## src/design/kms_pkg.sv

```systemverilog
// Shared constants and types of the switch security supervisor
package kms_pkg;

	// Number of host computers sharing the peripherals
	localparam int HOST_COUNT = 4;
	// Width of the selected-host index
	localparam int SEL_WIDTH  = 2;

	// Width of the shared cycle counter
	localparam int CNT_WIDTH = 10;
	// Cycles spent purging interface buffers (start-up and switch)
	localparam logic [CNT_WIDTH-1:0] PURGE_LAST   = 10'h00F;
	// Cycles allowed for one self-test step before it counts as failed
	localparam logic [CNT_WIDTH-1:0] TEST_TIMEOUT = 10'h3E7;

	// Self-test steps, run in this order
	localparam logic [1:0] TEST_INTEGRITY = 2'h0;
	localparam logic [1:0] TEST_ISOLATION = 2'h1;
	localparam logic [1:0] TEST_SELECTION = 2'h2;
	localparam logic [1:0] TEST_TAMPER    = 2'h3;
	localparam logic [1:0] TEST_LAST_IDX  = TEST_TAMPER;

	// Values after reset
	localparam logic [SEL_WIDTH-1:0] SEL_RESET = 2'h0;

	// Supervisor states
	typedef enum logic [2:0] {
		ST_INIT_PURGE,
		ST_SELFTEST,
		ST_NORMAL,
		ST_SWITCH_PURGE,
		ST_CONFIG,
		ST_FAILED,
		ST_TAMPERED
	} kms_state_t;

endpackage : kms_pkg

```

## src/design/kms_sync.sv

```systemverilog
// Two-flop synchroniser for a bank of asynchronous pin inputs
`timescale 1ns/1ps
module kms_sync #(
	parameter int W = 8
) (
	input  wire logic         clk, // System clock
	input  wire logic         rst, // Asynchronous reset, active high
	input  wire logic [W-1:0] d,   // Raw pin levels
	output logic      [W-1:0] q    // Synchronised levels
);

	logic [W-1:0] stage1_r;

	// First stage feeds only the second stage, never any logic
	always_ff @(posedge clk or posedge rst) begin
		if (rst) begin
			stage1_r <= '0;
			q        <= '0;
		end else begin
			stage1_r <= d;
			q        <= stage1_r;
		end
	end

endmodule : kms_sync

```

## src/design/kms_supervisor.sv

```systemverilog
// Security supervisor: purge, self-test, tamper lockout and indication
//
// What this block does
// (RULE1) Switching host purges previous host's buffer
// (RULE2) Start-up purges all interface buffers first
// (RULE3) Enclosure tamper detected and recorded unambiguously
// (RULE4) Tamper state stays visible for later inspection
// (RULE5) Opening or battery damage disables device permanently
// (RULE6) After tamper, all routing off forever
// (RULE7) Self-test or anti-tamper failure disables routing
// (RULE8) Tests: integrity, isolation, selection, anti-tamper
// (RULE9) Self-test at power-up and reset button
// (RULE10) Self-test failure lights the failure lamp
// (RULE11) Selected host always shown on lamps
// (RULE12) Admin functions need authenticated key first
// (RULE13) Routing only in normal, untampered, unfailed operation
// (RULE14) Failure held to reset; tamper never cleared
`timescale 1ns/1ps
module kms_supervisor #(
	parameter int NUM_HOSTS = kms_pkg::HOST_COUNT,
	parameter int SEL_W     = kms_pkg::SEL_WIDTH
) (
	input  wire logic                 clk,           // System clock, 25 MHz
	input  wire logic                 rst,           // Asynchronous reset, active high
	input  wire logic [NUM_HOSTS-1:0] selBtn,        // Host select buttons, pin
	input  wire logic                 resetBtn,      // Front reset button, pin
	input  wire logic                 enclosureOpen, // Enclosure switch open, pin
	input  wire logic                 batteryFault,  // Anti-tamper battery damaged, pin
	input  wire logic                 tamperStored,  // Battery-backed tamper record, pin
	input  wire logic                 adminReq,      // Administrator access request, pin
	input  wire logic                 adminKey,      // Assigned admin key present, pin
	input  wire logic                 testDone,      // Self-test step finished
	input  wire logic                 testPass,      // Self-test step result
	output logic                      routeEn,       // Peripheral routing allowed
	output logic      [NUM_HOSTS-1:0] routeSel,      // One-hot routed host
	output logic      [NUM_HOSTS-1:0] bufClear,      // Per-host buffer purge
	output logic      [NUM_HOSTS-1:0] selLed,        // Selected-host lamps
	output logic                      failLed,       // Self-test failure lamp
	output logic                      tamperLed,     // Tamper indication lamp
	output logic                      tamperStore,   // Write tamper to backed store
	output logic                      testStart,     // Start one self-test step
	output logic      [1:0]           testIdx,       // Self-test step in progress
	output logic                      adminGrant,    // Admin functions open
	output logic                      adminDenied    // Admin request refused
);

	localparam int SW = NUM_HOSTS + 6;

	kms_pkg::kms_state_t state_r, state_nxt;
	logic [kms_pkg::CNT_WIDTH-1:0] cnt_r, cnt_nxt;
	logic [SEL_W-1:0]     selIdx_r, selIdx_nxt;
	logic [SEL_W-1:0]     oldIdx_r, oldIdx_nxt;
	logic [1:0]           testIdx_nxt;
	logic                 testWait_r, testWait_nxt;
	logic                 testStart_nxt;
	logic                 denied_nxt;
	logic                 tamper_r;
	logic [SW-1:0]        syncIn;
	logic [SW-1:0]        syncOut;
	logic [NUM_HOSTS-1:0] selS;
	logic [NUM_HOSTS-1:0] selPrev_r;
	logic                 resetPrev_r;
	logic                 adminPrev_r;
	logic [SEL_W-1:0]     btnIdx;
	logic [NUM_HOSTS-1:0] selOh;
	logic [NUM_HOSTS-1:0] clrNxt;

	// All pins cross into the clock domain through two flops
	assign syncIn = {selBtn, resetBtn, enclosureOpen, batteryFault,
		tamperStored, adminReq, adminKey};

	kms_sync #(
		.W (SW)
	) u_sync (
		.clk (clk),
		.rst (rst),
		.d   (syncIn),
		.q   (syncOut)
	);

	// Named views of the synchronised pins
	wire resetS     = syncOut[5];
	wire openS      = syncOut[4];
	wire battS      = syncOut[3];
	wire storedS    = syncOut[2];
	wire adminReqS  = syncOut[1];
	wire adminKeyS  = syncOut[0];
	assign selS     = syncOut[SW-1:6];

	// Edge detection on the synchronised levels
	wire [NUM_HOSTS-1:0] btnRise = selS & ~selPrev_r;
	wire btnAny      = |btnRise;
	wire resetRise   = resetS & ~resetPrev_r;
	wire adminRise   = adminReqS & ~adminPrev_r;

	// Any tamper source, or an earlier record, locks the device
	wire tamperNow   = openS | battS | storedS | tamper_r; // RULE3 RULE5

	// Counter end markers
	wire purgeDone   = (cnt_r == kms_pkg::PURGE_LAST);
	wire testTimeout = (cnt_r == kms_pkg::TEST_TIMEOUT);

	// Lowest pressed button wins when several rise together
	always_comb begin
		btnIdx = '0;
		for (int i = NUM_HOSTS - 1; i >= 0; i--) begin
			if (btnRise[i]) begin
				btnIdx = SEL_W'(i);
			end
		end
	end

	// Supervisor sequencing; tamper outranks everything, then reset button
	always_comb begin
		state_nxt     = state_r;
		cnt_nxt       = cnt_r + 10'h001;
		selIdx_nxt    = selIdx_r;
		oldIdx_nxt    = oldIdx_r;
		testIdx_nxt   = testIdx;
		testWait_nxt  = testWait_r;
		testStart_nxt = 1'b0;
		denied_nxt    = 1'b0;
		if (tamperNow) begin
			state_nxt = kms_pkg::ST_TAMPERED; // RULE6
		end else if (resetRise) begin
			state_nxt = kms_pkg::ST_INIT_PURGE; // RULE9 RULE14
			cnt_nxt   = '0;
		end else begin
			case (state_r)
				kms_pkg::ST_INIT_PURGE: begin
					// Every host buffer is wiped before the tests start
					if (purgeDone) begin
						state_nxt    = kms_pkg::ST_SELFTEST; // RULE2
						cnt_nxt      = '0;
						testIdx_nxt  = kms_pkg::TEST_INTEGRITY;
						testWait_nxt = 1'b0;
					end
				end
				kms_pkg::ST_SELFTEST: begin
					if (!testWait_r) begin
						testStart_nxt = 1'b1; // RULE8
						testWait_nxt  = 1'b1;
						cnt_nxt       = '0;
					end else if (testDone) begin
						if (!testPass) begin
							state_nxt = kms_pkg::ST_FAILED; // RULE7
						end else if (testIdx == kms_pkg::TEST_LAST_IDX) begin
							state_nxt = kms_pkg::ST_NORMAL; // RULE9
						end else begin
							testIdx_nxt  = testIdx + 2'h1; // RULE8
							testWait_nxt = 1'b0;
						end
					end else if (testTimeout) begin
						// A silent test engine is treated as a failure
						state_nxt = kms_pkg::ST_FAILED; // RULE7
					end
				end
				kms_pkg::ST_NORMAL: begin
					if (btnAny && (btnIdx != selIdx_r)) begin
						oldIdx_nxt = selIdx_r; // RULE1
						selIdx_nxt = btnIdx;
						state_nxt  = kms_pkg::ST_SWITCH_PURGE;
						cnt_nxt    = '0;
					end else if (adminRise) begin
						if (adminKeyS) begin
							state_nxt = kms_pkg::ST_CONFIG; // RULE12
						end else begin
							denied_nxt = 1'b1; // RULE12
						end
					end
				end
				kms_pkg::ST_SWITCH_PURGE: begin
					if (purgeDone) begin
						state_nxt = kms_pkg::ST_NORMAL;
					end
				end
				kms_pkg::ST_CONFIG: begin
					// Losing the key also closes the session at once
					if (!adminReqS || !adminKeyS) begin
						state_nxt = kms_pkg::ST_NORMAL;
					end
				end
				kms_pkg::ST_FAILED: begin
					state_nxt = kms_pkg::ST_FAILED; // RULE14
				end
				kms_pkg::ST_TAMPERED: begin
					state_nxt = kms_pkg::ST_TAMPERED; // RULE6
				end
				default: begin
					state_nxt = kms_pkg::ST_FAILED;
				end
			endcase
		end
	end

	// Per-host lamp and purge decode from the next state
	genvar h;
	generate
		for (h = 0; h < NUM_HOSTS; h++) begin : g_host
			assign selOh[h]  = (selIdx_nxt == SEL_W'(h)); // RULE11
			assign clrNxt[h] = (state_nxt == kms_pkg::ST_INIT_PURGE) ||
				((state_nxt == kms_pkg::ST_SWITCH_PURGE) && (oldIdx_nxt == SEL_W'(h)));
		end
	endgenerate

	// Routing only in plain normal operation
	wire routeNxt = (state_nxt == kms_pkg::ST_NORMAL); // RULE13

	// State and bookkeeping registers
	always_ff @(posedge clk or posedge rst) begin
		if (rst) begin
			state_r     <= kms_pkg::ST_INIT_PURGE;
			cnt_r       <= '0;
			selIdx_r    <= kms_pkg::SEL_RESET;
			oldIdx_r    <= kms_pkg::SEL_RESET;
			testWait_r  <= 1'b0;
			selPrev_r   <= '0;
			resetPrev_r <= 1'b0;
			adminPrev_r <= 1'b0;
		end else begin
			state_r     <= state_nxt;
			cnt_r       <= cnt_nxt;
			selIdx_r    <= selIdx_nxt;
			oldIdx_r    <= oldIdx_nxt;
			testWait_r  <= testWait_nxt;
			selPrev_r   <= selS;
			resetPrev_r <= resetS;
			adminPrev_r <= adminReqS;
		end
	end

	// Tamper record is sticky; only a power-on reset of this flop clears it,
	// and the backed store brings it straight back
	always_ff @(posedge clk or posedge rst) begin
		if (rst) begin
			tamper_r    <= 1'b0;
			tamperStore <= 1'b0;
			tamperLed   <= 1'b0;
		end else begin
			tamper_r    <= tamperNow;    // RULE14
			tamperStore <= tamperNow;    // RULE3
			tamperLed   <= tamperNow;    // RULE4
		end
	end

	// Registered outputs, all following the next state
	always_ff @(posedge clk or posedge rst) begin
		if (rst) begin
			routeEn     <= 1'b0;
			routeSel    <= '0;
			bufClear    <= '1;
			selLed      <= {{(NUM_HOSTS-1){1'b0}}, 1'b1};
			failLed     <= 1'b0;
			testStart   <= 1'b0;
			testIdx     <= kms_pkg::TEST_INTEGRITY;
			adminGrant  <= 1'b0;
			adminDenied <= 1'b0;
		end else begin
			routeEn     <= routeNxt;                            // RULE13
			routeSel    <= routeNxt ? selOh : '0;               // RULE6
			bufClear    <= clrNxt;                              // RULE1 RULE2
			selLed      <= selOh;                               // RULE11
			failLed     <= (state_nxt == kms_pkg::ST_FAILED);   // RULE10
			testStart   <= testStart_nxt;
			testIdx     <= testIdx_nxt;
			adminGrant  <= (state_nxt == kms_pkg::ST_CONFIG);   // RULE12
			adminDenied <= denied_nxt;
		end
	end

	// Routing exists only while the supervisor sits in normal operation
	route_gate_a: assert property (@(posedge clk) disable iff (rst) // RULE13
		routeEn |-> (state_r == kms_pkg::ST_NORMAL) && !tamper_r && !failLed)
		else $error("routing enabled outside normal operation");

	// A tamper record keeps every path shut
	tamper_lock_a: assert property (@(posedge clk) disable iff (rst) // RULE6
		tamper_r |-> (state_r == kms_pkg::ST_TAMPERED) && !routeEn && (routeSel == '0))
		else $error("routing possible after tamper");

	// Opening the case locks the device on the next edge
	tamper_entry_a: assert property (@(posedge clk) disable iff (rst) // RULE5
		(openS || battS) |=> (state_r == kms_pkg::ST_TAMPERED) && tamperStore && tamperLed)
		else $error("tamper source not acted on");

	// The tamper record never drops once written
	store_hold_a: assert property (@(posedge clk) disable iff (rst) // RULE14
		tamperStore |=> tamperStore)
		else $error("tamper record cleared");

	// Switching purges the old host's buffer with routing off
	switch_purge_a: assert property (@(posedge clk) disable iff (rst) // RULE1
		(state_r == kms_pkg::ST_NORMAL && btnAny && btnIdx != selIdx_r && !tamperNow && !resetRise)
		|=> (!routeEn && bufClear[oldIdx_r] && !bufClear[selIdx_r]) [*8])
		else $error("old host buffer not purged on switch");

	// Start-up wipes every buffer before any test runs
	startup_purge_a: assert property (@(posedge clk) disable iff (rst) // RULE2
		(state_r == kms_pkg::ST_INIT_PURGE) |-> (&bufClear) && !routeEn && !testStart)
		else $error("start-up purge incomplete");

	// A failing step ends in the failed state with the lamp lit
	test_fail_a: assert property (@(posedge clk) disable iff (rst) // RULE7
		(state_r == kms_pkg::ST_SELFTEST && testWait_r && testDone && !testPass
			&& !tamperNow && !resetRise)
		|=> (state_r == kms_pkg::ST_FAILED) && failLed && !routeEn)
		else $error("self-test failure not latched");

	// The failed state holds until the reset button
	fail_hold_a: assert property (@(posedge clk) disable iff (rst) // RULE10
		(failLed && !resetRise && !tamperNow) |=> failLed)
		else $error("failure lamp dropped without reset");

	// Reset button restarts the whole sequence
	reset_rerun_a: assert property (@(posedge clk) disable iff (rst) // RULE9
		(resetRise && !tamperNow) |=> (state_r == kms_pkg::ST_INIT_PURGE) ##1 (&bufClear))
		else $error("reset button did not restart self-test");

	// Exactly one host lamp at all times
	sel_led_a: assert property (@(posedge clk) disable iff (rst) // RULE11
		$onehot(selLed) && (!routeEn || (routeSel == selLed)))
		else $error("selected-host indication lost");

	// Admin access only opens with the key present
	admin_gate_a: assert property (@(posedge clk) disable iff (rst) // RULE12
		$rose(adminGrant) |-> $past(adminKeyS) && $past(adminReqS))
		else $error("admin access without key");

endmodule : kms_supervisor

```

## config.mk

```make
export PLATFORM = sky130hd
export DESIGN_NAME = kms_supervisor
export DESIGN_NICKNAME = d
export VERILOG_FILES = /design/src/design/kms_pkg.sv /design/src/design/kms_sync.sv /design/src/design/kms_supervisor.sv
export SDC_FILE = /design/constraint.sdc
export NUM_CORES = 1
export LEC_CHECK = 0
export ABC_CLOCK_PERIOD_IN_PS = 3760
export BUFFER_PORTS_ARGS = -buffer_cell sky130_fd_sc_hd__buf_4
export CAP_MARGIN = 20
export CORE_MARGIN = 2
export CORE_UTILIZATION = 45
export DETAILED_ROUTE_END_ITERATION = 16
export PLACE_DENSITY = 0.69
export SLEW_MARGIN = 20
export SYNTH_ARGS = -nofsm -noshare
export SYNTH_HDL_FRONTEND = slang
export SYNTH_HIERARCHICAL = 1
export SYNTH_SLANG_ARGS = --single-unit
```

## constraint.sdc

```tcl
create_clock -name clk -period 3.76 [get_ports clk]
set_input_delay 0.376 -clock clk [delete_from_list [all_inputs] [get_ports clk]]
set_output_delay 0.376 -clock clk [all_outputs]
set_load 0.01 [all_outputs]
```

==> reports/metrics.yaml <==
outcome:
  status: "finished clean"
worst_setup_path:
  r2r_cells: 7
  cp_num_cells: 7
  r2r_end: "bufClear[0]"
  crit_fanout: 15
  ff2ff_setup_slack_ns: 1.32
  path_cells: "nor4_4 > nand3_2 > a21oi_1 > a21boi_1 > o22ai_2 > inv_1 > o31ai_1"
  cp-end-kind: "register"
  r2r_start: "u_sync/q[3]"
  crit_slowest_cell: "nor4_4"
  crit_path_end: "bufClear[0]"
  cpPeakStageDelay_ns: 0.79
  crit_family: "simple AND/OR/NAND/NOR gates"
  cp_data_required_time_ns: 4.00
  crit_buf_inv: 1
  setup.worst_path.start_class: "register"
  crit_arrival_ns: 2.67
  cp-startpoint: "u_sync/q[3]"
  critical_path_class: "register to register"
detailed_routing:
  num_vias: 1813
  wl_um: 4840
  ant_nets: 0
  wl_per_cell_um: 14.0
  drt-pass1-iter-count: 4
  drtIter0Drc: 192
  drc: 0
  vias_per_cell: 5.26
yosys:
  synth_area_um2: 2720
  ys_async_sr_fraction_pct: 100
  synth_seq_cells: 64
  syn_area_per_cell_um2: 12.0
  synth_nets: 242
  syn_inst: 226
  yosysWarnings: 6
  ys_types: 60
  ys_seq_area_share_pct: 59.1
  synth_flop_cell: "dfrtp_1"
  synth_edf_count: 0
layout:
  layout_common_cells: "dfrtp_1, buf_4, nor2_1, a21oi_1"
  syn_to_final_growth_pct: 20.6
  fin_cells: 345
  antenna_cells: 0
  layout_commonest_cell: "dfrtp_1"
  layout.nets: 281
  final_layout_size_suffix_gt1_share_pct: 28.9
  fillers: 499
  fin_util_pct: 55.8
clock_network:
  clkTransAtPathRegs_ns: 0.07
  cts_num_sinks: 64
  clockBufferDepth: 2
  cts-root-buf: "clkbuf_8"
  cts_buffers: 9
  postCtsSetupRepairBufs: 0
  cts_tree: "built"
  insertion_delay_ns: 0.33
  cts_hold_buf: 0
  htreeDepth: 3
  cts_resized: 0
sta:
  finalCriticalPeriod_ns: 2.44
  finalSetupViolations: 0
  max_freq_mhz: 411
  setup_slack_ns: 1.32
  hold_violations: 0
  period_share_pct: 64.8
  rsz0062_at_grt: "no"
  totalNegativeSetupSlack_ns: 0
  tightest_slew_ns: 0.861
  drv_slew: 0
  relSlewSlack_pct: 42.2
  fin_skew_ns: 0.0116
place:
  numPortBuffers: 34
  post-place-cells: 329
  dp_slack_ns: 1.35
  dp_hpwl_um: 3390
  place_congestion: 0.782
global_routing:
  grt_pass1_vias: 1652
  antenna_found_initial: 0
  grt_max_degree: 45
  grt_pass1_wl_um: 8000
  grt_usage_pct: 16.6
  gr-total-overflow: 0
pwr:
  leakagePower_nw: 1.50
  power_density_nw_per_um2: 504
  peakVddDrop_v: 0.000397
floorplanning:
  design.core.area_um2: 5890
  start_util_pct: 46.3
  ios: 35
  fp.dieH_um: 81.8
  die_area_um2: 6690
  die_width_um: 81.8
  fp-row-count: 28
flow_run:
  max-cap-violations: 0
worst_hold_path:
  worstHoldStart: "selBtn[2]"
  hold_class: "primary input to register"
power by group:
group | internal (mW) | switching [mW] | total (mW)
Clock | 0.462 | 0.265 | 0.727
Sequential | 0.738 | 0.0494 | 0.788
Combinational | 0.0719 | 0.0689 | 0.141
Total | 1.27 | 0.383 | 1.66
cell families (layout without fill, tap and decap cells):
family                     after synthesis  in the layout  share of synthesized area, %
and+or+nand+nor                         71             71                          16.8
DFF                                     64             64                          59.1
AOI/OAI and AO/OA                       56             56                          14.8
buffers and inverters                   19             63                          3.40
xor gates and xnor gates                10             10                          3.22
muxes                                    4              4                          1.75
adders and majority gates                2              2                         0.919
cells in the mapped netlist (2+ instances only):
master	instances	area share, %
dfrtp_1	59	54
a21oi_1	18	3.3
nor2_1	18	2.5
inv_1	11	1.5
xnor2_1	10	3.2
and3_1	8	1.8
nand2_1	7	0.97
nor2b_1	6	1.4
dfstp_2	5	4.8
nor4_1	5	1.1
o21ai_0	5	0.92
o31ai_1	4	1.1
a21o_1	3	0.83
and4_1	3	0.97
buf_4	3	0.83
nor3_1	3	0.55
o21a_1	3	0.83
o21ai_1	3	0.55
buf_2	2	0.37
ha_1	2	0.92
mux2_2	2	0.83
nand2b_1	2	0.46
nand3_1	2	0.37
nor3b_2	2	0.92
nor4_4	2	1.6
o21ai_2	2	0.64
o22ai_1	2	0.46
o311ai_0	2	0.64
registers in the layout, indices dropped and copies added, names as in the netlist:
register and cells:
state_r 3, adminPrev_r 1, u_sync/stage1_r 10, routeSel 4, selPrev_r 4, adminGrant 1, testStart 1, bufClear 4
oldIdx_r 2, tamper_r 1, testWait_r 1, selIdx_r 2, testIdx 2, u_sync/q 10, failLed 1, selLed 4
routeEn 1, cnt_r 10, adminDenied 1, resetPrev_r 1
worst reg2reg max path, stage by stage, from the launching register on:
cell      delay, ns
dfrtp_1        0.41
nor4_4         0.79
nand3_2        0.23
a21oi_1        0.24
a21boi_1       0.11
o22ai_2        0.19
inv_1          0.11
o31ai_1        0.27
final cells by class:
class | instances | area [um^2] | share of cell area [%]
Clock inverter | 6 | 115 | 3.50
Timing Repair Buffer | 35 | 263 | 8.00
Sequential cell | 64 | 1610 | 49.0
Tap cell | 75 | 93.8 | 2.86
Clock buffer | 10 | 138 | 4.19
Inverter | 12 | 45.0 | 1.37
Multi-Input combinational cell | 143 | 1020 | 31.1
routing by layer:
metal,vias to the layer above,track usage (%),wire length [um]
met5,-,0,0
met4,0,9.17,123
met3,12,4.18,244
met2,51,23.5,2220
met1,869,23.2,2250
li1,881,-,-
worst min-delay path by stage:
stage	end	depth (start not counted)	slack [ns]
after global routing	u_sync/stage1_r[8]	1	0.13
after global placement	u_sync/q[7]	0	0.33
after detailed placement	u_sync/q[4]	0	0.34
after floorplan	u_sync/q[0]	0	0.33
after CTS	u_sync/stage1_r[8]	1	0.13
final	u_sync/stage1_r[8]	1	0.15
per-stage QoR:
step | power [mW] | area [um^2] | hold WS [ns]
floorplan | 0.899 | 2720 | 0.331
global placement | 0.937 | 3030 | 0.333
detailed placement | 0.942 | 3030 | 0.338
CTS | 1.67 | 3280 | 0.131
global route | 1.73 | 3280 | 0.127
finish | 1.66 | 3280 | 0.148
(Power assumes the default switching activity.)
